<file path="config.mk">
export PLATFORM = sky130hd
export DESIGN_NAME = dsm_ctrl
export DESIGN_NICKNAME = d
export VERILOG_FILES = /design/src/dsm_pkg.sv /design/src/dsm_ctrl.sv
export SDC_FILE = /design/constraint.sdc
export NUM_CORES = 1
export LEC_CHECK = 0
export BUFFER_PORTS_ARGS = -buffer_cell sky130_fd_sc_hd__buf_2
export CAP_MARGIN = 0
export CORE_MARGIN = 10
export CORE_UTILIZATION = 58
export DETAILED_ROUTE_END_ITERATION = 12
export PLACE_DENSITY = 0.85
export SLEW_MARGIN = 10
export SYNTH_ARGS = -nofsm -noshare
export SYNTH_HDL_FRONTEND = slang
export SYNTH_SLANG_ARGS = --single-unit
</file>
<file path="constraint.sdc">
create_clock -name clk -period 6 [get_ports clk]
set_clock_uncertainty 0.1 [all_clocks]
set_input_delay 0.3 -clock clk [delete_from_list [all_inputs] [get_ports clk]]
set_output_delay 0.3 -clock clk [all_outputs]
set_load 0.005 [all_outputs]
</file>
<file path="src/dsm_pkg.sv">
// package with states, register map and timing for the dual switch mode controller
package dsm_pkg;

  // ****************************************
  // states
  // ****************************************
  typedef enum logic [2:0] {
    DSM_OFF,
    DSM_STBY_DLY,
    DSM_STBY,
    DSM_DIAG,
    DSM_ACTIVE
  } dsm_mode_t;

  typedef enum logic [0:0] {
    DSM_CH_RUN,
    DSM_CH_FAULT
  } dsm_ch_t;

  // ****************************************
  // register map (byte addresses)
  // ****************************************
  localparam logic [11:0] DSM_CTRL_ADDR   = 12'h000;
  localparam logic [11:0] DSM_STATE_ADDR  = 12'h004;
  localparam logic [11:0] DSM_IRQ_ADDR    = 12'h008;
  localparam logic [11:0] DSM_MASK_ADDR   = 12'h00c;
  localparam logic [11:0] DSM_SETTLE_ADDR = 12'h010;

  // ctrl bits
  localparam int DSM_CTRL_CH1_EN = 0;
  localparam int DSM_CTRL_CH2_EN = 1;
  localparam int DSM_CTRL_DIAG  = 2;
  localparam int DSM_CTRL_LATCH = 3;
  localparam logic [31:0] DSM_CTRL_RST = 32'h0000_0000;

  // irq bits: fault ch1, fault ch2, standby entered, ground lost
  localparam int DSM_IRQ_F1   = 0;
  localparam int DSM_IRQ_F2   = 1;
  localparam int DSM_IRQ_STBY = 2;
  localparam int DSM_IRQ_GND  = 3;
  localparam int DSM_IRQ_W    = 4;

  // state register fields
  localparam int DSM_ST_MODE_LSB = 0;
  localparam int DSM_ST_CH1_BIT  = 4;
  localparam int DSM_ST_CH2_BIT  = 5;
  localparam int DSM_ST_SW1_BIT  = 6;
  localparam int DSM_ST_SW2_BIT  = 7;
  localparam int DSM_ST_SENSE_BIT = 8;
  localparam int DSM_ST_DET_LSB  = 9;

  // ****************************************
  // timing
  // ****************************************
  localparam int DSM_CLK_MHZ        = 125;
  localparam int DSM_STBY_US        = 1000;
  localparam int DSM_RETRY_US       = 2000;
  localparam int DSM_SETTLE_US      = 60;
  localparam int DSM_STBY_CYC       = DSM_STBY_US * DSM_CLK_MHZ;
  localparam int DSM_RETRY_CYC      = DSM_RETRY_US * DSM_CLK_MHZ;
  localparam int DSM_SETTLE_CYC     = DSM_SETTLE_US * DSM_CLK_MHZ;
  localparam int DSM_CNT_W          = 24;

endpackage

</file>
<file path="src/dsm_ctrl.sv">
// operating-mode controller for a dual-channel protected high-side switch
//
// Design decisions made here: the placing of the registers and register access over APB.
`timescale 1ns/1ns
`default_nettype none

// Notes on behaviour
// - no sequencing while supply is absent; stays off until powered
// - both channel enables and diagnostic enable low enters standby-delay
// - after standby delay with all enables still low, enter standby
// - standby keeps sense output and fault reporting unavailable
// - diag state: diag enable high, both channel enables low, switches off
// - active whenever a channel is enabled; diag enable free while active
// - thermal shutdown or current limit puts channel in fault, switch off
// - fault exits only when faults clear, latch low, retry expired
// - after fault, switch follows its own channel enable
// - channels are enabled and fault-handled fully independently
// - ground loss disables both switches; off switches stay off
// - ground restored resumes following the enable inputs
// - reverse current is not detected; no flag, no mode change
// - open-load and short-to-supply detect only with diag high, channel off
module dsm_ctrl #(
  parameter int STBY_CYC   = dsm_pkg::DSM_STBY_CYC,
  parameter int RETRY_CYC  = dsm_pkg::DSM_RETRY_CYC,
  parameter int SETTLE_CYC = dsm_pkg::DSM_SETTLE_CYC
) (
  input  wire logic        clk,
  input  wire logic        rst,
  input  wire logic        psel,
  input  wire logic        penable,
  input  wire logic        pwrite,
  input  wire logic [11:0] paddr,
  input  wire logic [31:0] pwdata,
  output logic      [31:0] prdata,
  output logic             pready,
  output logic             pslverr,
  input  wire logic        supply_ok,
  input  wire logic        ground_ok,
  input  wire logic [1:0]  thermal_fault,
  input  wire logic [1:0]  current_fault,
  input  wire logic [1:0]  out_above_ol,
  input  wire logic        reverse_current,
  output logic      [1:0]  switch_on,
  output logic             sense_enable,
  output logic             sense_valid,
  output logic      [1:0]  detect_fault,
  output logic             irq
);
  import dsm_pkg::*;

  // ****************************************
  // register bus
  // ****************************************
  logic [31:0]         ctrl_q, ctrl_d;
  logic [DSM_IRQ_W-1:0] stat_q, stat_d, mask_q, mask_d, ev;
  logic [31:0]         settle_q, settle_d;
  logic                wr, rd_hit;
  logic [1:0]          en;
  logic                diag_en, latch_in;
  dsm_mode_t           mode_q, mode_d;
  dsm_ch_t             ch_q [2];
  dsm_ch_t             ch_d [2];
  logic [DSM_CNT_W-1:0] stby_cnt_q, stby_cnt_d;
  logic [DSM_CNT_W-1:0] retry_q [2];
  logic [DSM_CNT_W-1:0] retry_d [2];
  logic [DSM_CNT_W-1:0] settle_cnt_q, settle_cnt_d;
  logic                gnd_seen_q;
  logic [1:0]          en_prev_q;

  assign wr      = psel & penable & pwrite;
  assign pready  = 1'b1;
  assign en      = {ctrl_q[DSM_CTRL_CH2_EN], ctrl_q[DSM_CTRL_CH1_EN]};
  assign diag_en = ctrl_q[DSM_CTRL_DIAG];
  assign latch_in = ctrl_q[DSM_CTRL_LATCH];

  always_comb begin
    rd_hit = 1'b1;
    prdata = 32'h0000_0000;
    if (paddr == DSM_CTRL_ADDR) begin
      prdata = ctrl_q;
    end else if (paddr == DSM_STATE_ADDR) begin
      prdata[DSM_ST_MODE_LSB +: 3] = mode_q;
      prdata[DSM_ST_CH1_BIT]      = (ch_q[0] == DSM_CH_FAULT);
      prdata[DSM_ST_CH2_BIT]      = (ch_q[1] == DSM_CH_FAULT);
      prdata[DSM_ST_SW1_BIT]      = switch_on[0];
      prdata[DSM_ST_SW2_BIT]      = switch_on[1];
      prdata[DSM_ST_SENSE_BIT]    = sense_valid;
      prdata[DSM_ST_DET_LSB +: 2] = detect_fault;
    end else if (paddr == DSM_IRQ_ADDR) begin
      prdata[DSM_IRQ_W-1:0] = stat_q;
    end else if (paddr == DSM_MASK_ADDR) begin
      prdata[DSM_IRQ_W-1:0] = mask_q;
    end else if (paddr == DSM_SETTLE_ADDR) begin
      prdata = settle_q;
    end else begin
      rd_hit = 1'b0;
    end
    pslverr = psel & penable & ~rd_hit;
  end

  // reverse_current is deliberately never read: no flag, no mode change
  always_comb begin
    ctrl_d   = ctrl_q;
    mask_d   = mask_q;
    settle_d = settle_q;
    stat_d   = stat_q;
    if (wr && paddr == DSM_CTRL_ADDR) ctrl_d = pwdata;
    if (wr && paddr == DSM_MASK_ADDR) mask_d = pwdata[DSM_IRQ_W-1:0];
    if (wr && paddr == DSM_SETTLE_ADDR) settle_d = pwdata;
    if (wr && paddr == DSM_IRQ_ADDR) stat_d = stat_q & ~pwdata[DSM_IRQ_W-1:0];
    // set wins over a same-cycle clear
    stat_d = stat_d | ev;
  end

  assign irq = |(stat_q & mask_q);

  // ****************************************
  // device mode
  // ****************************************
  always_comb begin
    mode_d     = mode_q;
    stby_cnt_d = stby_cnt_q;
    if (!supply_ok) begin
      mode_d = DSM_OFF;
    end else if (|en) begin
      mode_d = DSM_ACTIVE;
    end else if (diag_en) begin
      mode_d = DSM_DIAG;
    end else begin
      case (mode_q)
        DSM_STBY: mode_d = DSM_STBY;
        DSM_STBY_DLY: begin
          if (stby_cnt_q >= DSM_CNT_W'(STBY_CYC - 1)) begin
            mode_d = DSM_STBY;
          end else begin
            stby_cnt_d = stby_cnt_q + 1'b1;
          end
        end
        default: begin
          mode_d     = DSM_STBY_DLY;
          stby_cnt_d = '0;
        end
      endcase
    end
  end

  // ****************************************
  // per-channel fault handling
  // ****************************************
  logic [1:0] sw_d;
  logic [1:0] fault_now;
  assign fault_now = thermal_fault | current_fault;

  for (genvar i = 0; i < 2; i++) begin : g_ch
    // each channel reads its own enable and fault inputs; supply_ok and the latch bit are shared
    always_comb begin
      ch_d[i]    = ch_q[i];
      retry_d[i] = retry_q[i];
      case (ch_q[i])
        DSM_CH_RUN: begin
          if (supply_ok && en[i] && fault_now[i]) begin
            ch_d[i]    = DSM_CH_FAULT;
            retry_d[i] = '0;
          end
        end
        default: begin
          if (retry_q[i] < DSM_CNT_W'(RETRY_CYC - 1)) begin
            retry_d[i] = retry_q[i] + 1'b1;
          end else if (!fault_now[i] && !latch_in) begin
            ch_d[i] = DSM_CH_RUN;
          end
        end
      endcase
    end

    // switch follows own enable after fault; ground loss forces off
    assign sw_d[i] = supply_ok && ground_ok && en[i] &&
                     (ch_d[i] == DSM_CH_RUN);
    // fault entry raises the channel's sticky status bit
    assign ev[i] = (ch_q[i] == DSM_CH_RUN) && (ch_d[i] == DSM_CH_FAULT);

    always_ff @(posedge clk or posedge rst) begin
      if (rst) begin
        ch_q[i]    <= DSM_CH_RUN;
        retry_q[i] <= '0;
      end else begin
        ch_q[i]    <= ch_d[i];
        retry_q[i] <= retry_d[i];
      end
    end
  end

  assign ev[DSM_IRQ_STBY] = (mode_q != DSM_STBY) && (mode_d == DSM_STBY);
  assign ev[DSM_IRQ_GND]  = gnd_seen_q && !ground_ok;

  // ****************************************
  // sense gating
  // ****************************************
  // host-side settle wait is mirrored here as a ready hint
  always_comb begin
    settle_cnt_d = settle_cnt_q;
    if (|(en & ~en_prev_q)) begin
      settle_cnt_d = '0;
    end else if (settle_cnt_q < DSM_CNT_W'(SETTLE_CYC)) begin
      settle_cnt_d = settle_cnt_q + 1'b1;
    end
  end

  logic        sense_enable_d, sense_valid_d;
  logic [1:0]  detect_d;
  always_comb begin
    // sense and faults unavailable in standby and off
    sense_enable_d = diag_en && ground_ok &&
                     (mode_q == DSM_DIAG || mode_q == DSM_ACTIVE);
    sense_valid_d  = sense_enable_d &&
                     (settle_cnt_q >= DSM_CNT_W'(SETTLE_CYC));
    detect_d = {2{sense_enable_d}} &
               ((out_above_ol & ~en & ~switch_on) |
                {ch_q[1] == DSM_CH_FAULT, ch_q[0] == DSM_CH_FAULT});
  end

  // ****************************************
  // registers
  // ****************************************
  always_ff @(posedge clk or posedge rst) begin
    if (rst) begin
      ctrl_q       <= DSM_CTRL_RST;
      mask_q       <= '0;
      stat_q       <= '0;
      settle_q     <= '0;
      mode_q       <= DSM_OFF;
      stby_cnt_q   <= '0;
      settle_cnt_q <= '0;
      gnd_seen_q   <= 1'b0;
      en_prev_q    <= '0;
      switch_on    <= '0;
      sense_enable <= 1'b0;
      sense_valid  <= 1'b0;
      detect_fault <= '0;
    end else begin
      ctrl_q       <= ctrl_d;
      mask_q       <= mask_d;
      stat_q       <= stat_d;
      settle_q     <= settle_d;
      mode_q       <= mode_d;
      stby_cnt_q   <= stby_cnt_d;
      settle_cnt_q <= settle_cnt_d;
      gnd_seen_q   <= ground_ok;
      en_prev_q    <= en;
      switch_on    <= sw_d;
      sense_enable <= sense_enable_d;
      sense_valid  <= sense_valid_d;
      detect_fault <= detect_d;
    end
  end

endmodule

`default_nettype wire

</file>
==> impl_metrics.csv <==
group,metric,value,unit
run_status,outcome,"finished clean",
cells_and_area,final_cells,1085,
yosys,ys_top_cells_by_area,"dfrtp_1 54%, mux2_2 9.2%, nor2_1 3.2%, nand2_1 2.8%, and2_1 2.6%",
power,power.internal,2.035,mW
yosys,synthArstFlopShare,100.0,%
yosys,syn-instance-count,795,
yosys,syn_area_per_cell,10.63,sq um
grt,grt_use_total,20.19,%
routing,initialDrtViolationCount,525,
floorplanning,rows,44,
floorplanning,initial_core_util,58.61,%
clocking,clk_latency,0.43,ns
min_path,whs_path_depth,2,
clocking,cts_setup_buffers,0,
clocking,tritoncts.num_buffers,17,
cells_and_area,antenna_cells,0,
routing,wl_met1,8540,microns
yosys,netlist_area,8454,sq um
worst_setup_path,cp_data_required_time,6.27,ns
sta,slew_violations,0,
routing,routed.top_layer,"met4",
sta,finalSetupViolCount,0,
placed_design,io_buffer_count,96,
sta,fmax,351.3,MHz
clocking,clockBufferDepth,2,
routing,routed_wl,19760,microns
cells_and_area,layout.nets,951,
clocking,path_clk_slew,0.07,ns
floorplanning,core,14420,sq um
grt,grt_pass1_wl,33040,microns
routing,drt_pre_antenna_iters,5,
cells_and_area,fillers,1070,
min_path,hold_class,"in -> reg",
power,netSwitchingPower,0.6806,mW
grt,antenna_found_initial,0,
placed_design,place_congestion,0.8396,
clocking,cts_tree,"done",
yosys,ys_ff_latch,182,
yosys,ys_seq_area_share,53.87,%
min_path,hold_path_end,"ctrl_q[4]",
sta,worst_pin_slew,1.094,ns
clocking,cts_resized,0,
sta,hold_violations,0,
cells_and_area,drive_gt1_share,23.09,%
power,power-per-cell-area,279.0,nW/um^2
clocking,cts_hold_buf,6,
placed_design,dp_hpwl,13480,microns
worst_setup_path,crit_path_top_delay_cell,"nor4b_2",
power,seqPwrFrac,50.2,%
clocking,clock-sinks,182,
flow_run,drv_cap,0,
sta,finalCriticalPeriod,2.847,ns
power,p_leak,4.714,nW
worst_setup_path,setup.worst_path.class,"reg -> reg",
yosys,ys_top_cells_by_count,"182 x dfrtp_1, 72 x nor2_1, 69 x mux2_2",
sta,max_slew_margin,26.79,%
yosys,synth.top_cell.area_share,53.87,%
floorplanning,die_h,140.7,microns
clocking,root_buffer,"clkbuf_16",
routing,vias,6465,
sta,finalCritPeriodShare,47.45,%
yosys,ys.flop_type,"dfrtp_1",
yosys,synth_nets,858,
routing,drc,0,
cells_and_area,multi_input_area,3725,sq um
worst_setup_path,reg2reg_depth,6,
floorplanning,die_x,140.7,microns
worst_setup_path,reg2reg_to,"stby_cnt_q[3]",
grt,grt_max_degree,104,
worst_setup_path,arrival,3.11,ns
placed_design,placed_cells,1047,
clocking,h-tree-depth,4,
cells_and_area,register_area,4554,sq um
yosys,synth_edf_count,0,
power,pwr-share-comb,9.3,%
floorplanning,ios,99,
worst_setup_path,cp-start-kind,"flop",
grt,gr-total-overflow,0,
routing,route.met2.wl,9414,microns
worst_setup_path,critPathMaxFanout,19,
yosys,yosys_warnings,0,
sta,rsz0062_at_grt,"no",
grt,first_global_vias,6593,
power,pwr-share-clk,40.5,%
floorplanning,fp.dieArea,19810,sq um
routing,final_antenna_net_count,0,
yosys,yosys.area.top_type,"dfrtp_1",
min_path,holdCritStartpoint,"pwdata[4]",
routing,wl_met3,1350,microns
sta,setup_tns,0,ns
worst_setup_path,critical_path.cell_chain,"nor4b_2, and3_1, a21oi_1, and2_1, or4_1, nand3_1",
worst_setup_path,endpoint_kind,"flop",
worst_setup_path,reg2reg_from,"ctrl_q[0]",
yosys,synth_cell_types,55,
power,sw_frac_of_total,25.06,%
worst_setup_path,cpPeakStageDelay,0.63,ns
routing,wl_per_cell,18.21,microns
yosys,yosysMostFrequentCell,"dfrtp_1",
cells_and_area,area_growth,15.14,%
routing,viasPerCell,5.959,
power,vdd_drop_max,0.1999,mV
cells_and_area,utilization,67.49,%
worst_setup_path,ff2ff_setup_slack,3.15,ns
critical path: cells and delay by family (launching register included):
family | cells | cell delay, ns
simple gates | 5 | 2.04
flops | 1 | 0.48
compound gates | 1 | 0.16
power groups by stage:
stage	Sequential [mW]	Clock, mW	Combinational, mW
after floorplan	1.37	0	0.189
after global placement	1.38	0	0.239
after detailed placement	1.38	0	0.251
after CTS	1.36	1.11	0.254
after global routing	1.38	1.16	0.285
final	1.36	1.10	0.252
flip-flops by register name (all words and copies together), names as in the netlist:
name and flops:
mask_q 4, en_prev_q 2, sense_valid 1, ctrl_q 32, stby_cnt_q 24, mode_q 3
settle_q 32, switch_on 2, gnd_seen_q 1, retry_q 48, sense_enable 1, ch_q 2
settle_cnt_q 24, detect_fault 2, stat_q 4
logic make-up after synthesis:
family / synth area share (%)
simple gates: 18.41
flops: 53.87
compound gates: 11.48
mux: 9.901
buf+inv: 2.131
xor+xnor: 3.419
fa+ha+maj: 0.7400
other cells: 0.04436
cell type report:
cell class                 count  area share [%]
clock inverter                 9          0.9383
sequential                   182           46.79
tap                          184           2.365
inverter                      12          0.5141
clock buffer                  23           5.116
timing repair buffer         108           6.015
multi-input combinational    567           38.26
metrics by stage:
step	cell area (sq um)	hold WS [ns]	total power, mW	setup WS (ns)
floorplan	8454	0.2314	1.555	0.6563
global placement	9085	0.3695	1.619	3.201
detailed placement	9085	0.3722	1.632	3.151
CTS	9734	0.0001310	2.728	3.193
global route	9734	0.009387	2.824	2.963
finish	9734	0.01526	2.716	3.153
routing by layer:
| layer | vias to the layer above | GRT usage, % |
|---|---|---|
| met1 | 3197 | 25.08 |
| li1 | 3032 | - |
| met2 | 203 | 31.80 |
| met5 | - | 0 |
| met4 | 0 | 8.424 |
| met3 | 33 | 6.483 |
placed cells by master (no fill, tap or decap), types with 7 or more instances in the layout:
master / n
xnor2_1: 25
and3_1: 20
nand2_1: 64
xor2_1: 8
nor3_1: 24
or4_1: 8
a21oi_1: 22
mux2_2: 69
inv_1: 11
o31ai_1: 11
nand3_1: 32
nor4_1: 10
dfrtp_1: 182
buf_2: 96
a31oi_1: 7
nor2_1: 72
clkbuf_16: 17
a22o_1: 23
nand4_1: 9
o21a_1: 9
o21ai_0: 41
and2_1: 35
worst max path at each step:
stage / start / endpoint / slack [ns] / depth (start not counted)
2_1_floorplan: rst / ch_q[0] / 0.66 / 1
3_5_place_dp: paddr[7] / settle_q[30] / 3.15 / 8
3_3_place_gp: paddr[7] / settle_q[25] / 3.20 / 8
6_report: ctrl_q[0] / stby_cnt_q[3] / 3.15 / 6
4_1_cts: ctrl_q[0] / stby_cnt_q[3] / 3.19 / 6
5_1_grt: ctrl_q[0] / stby_cnt_q[3] / 2.96 / 6
(Power assumes the default switching activity.)
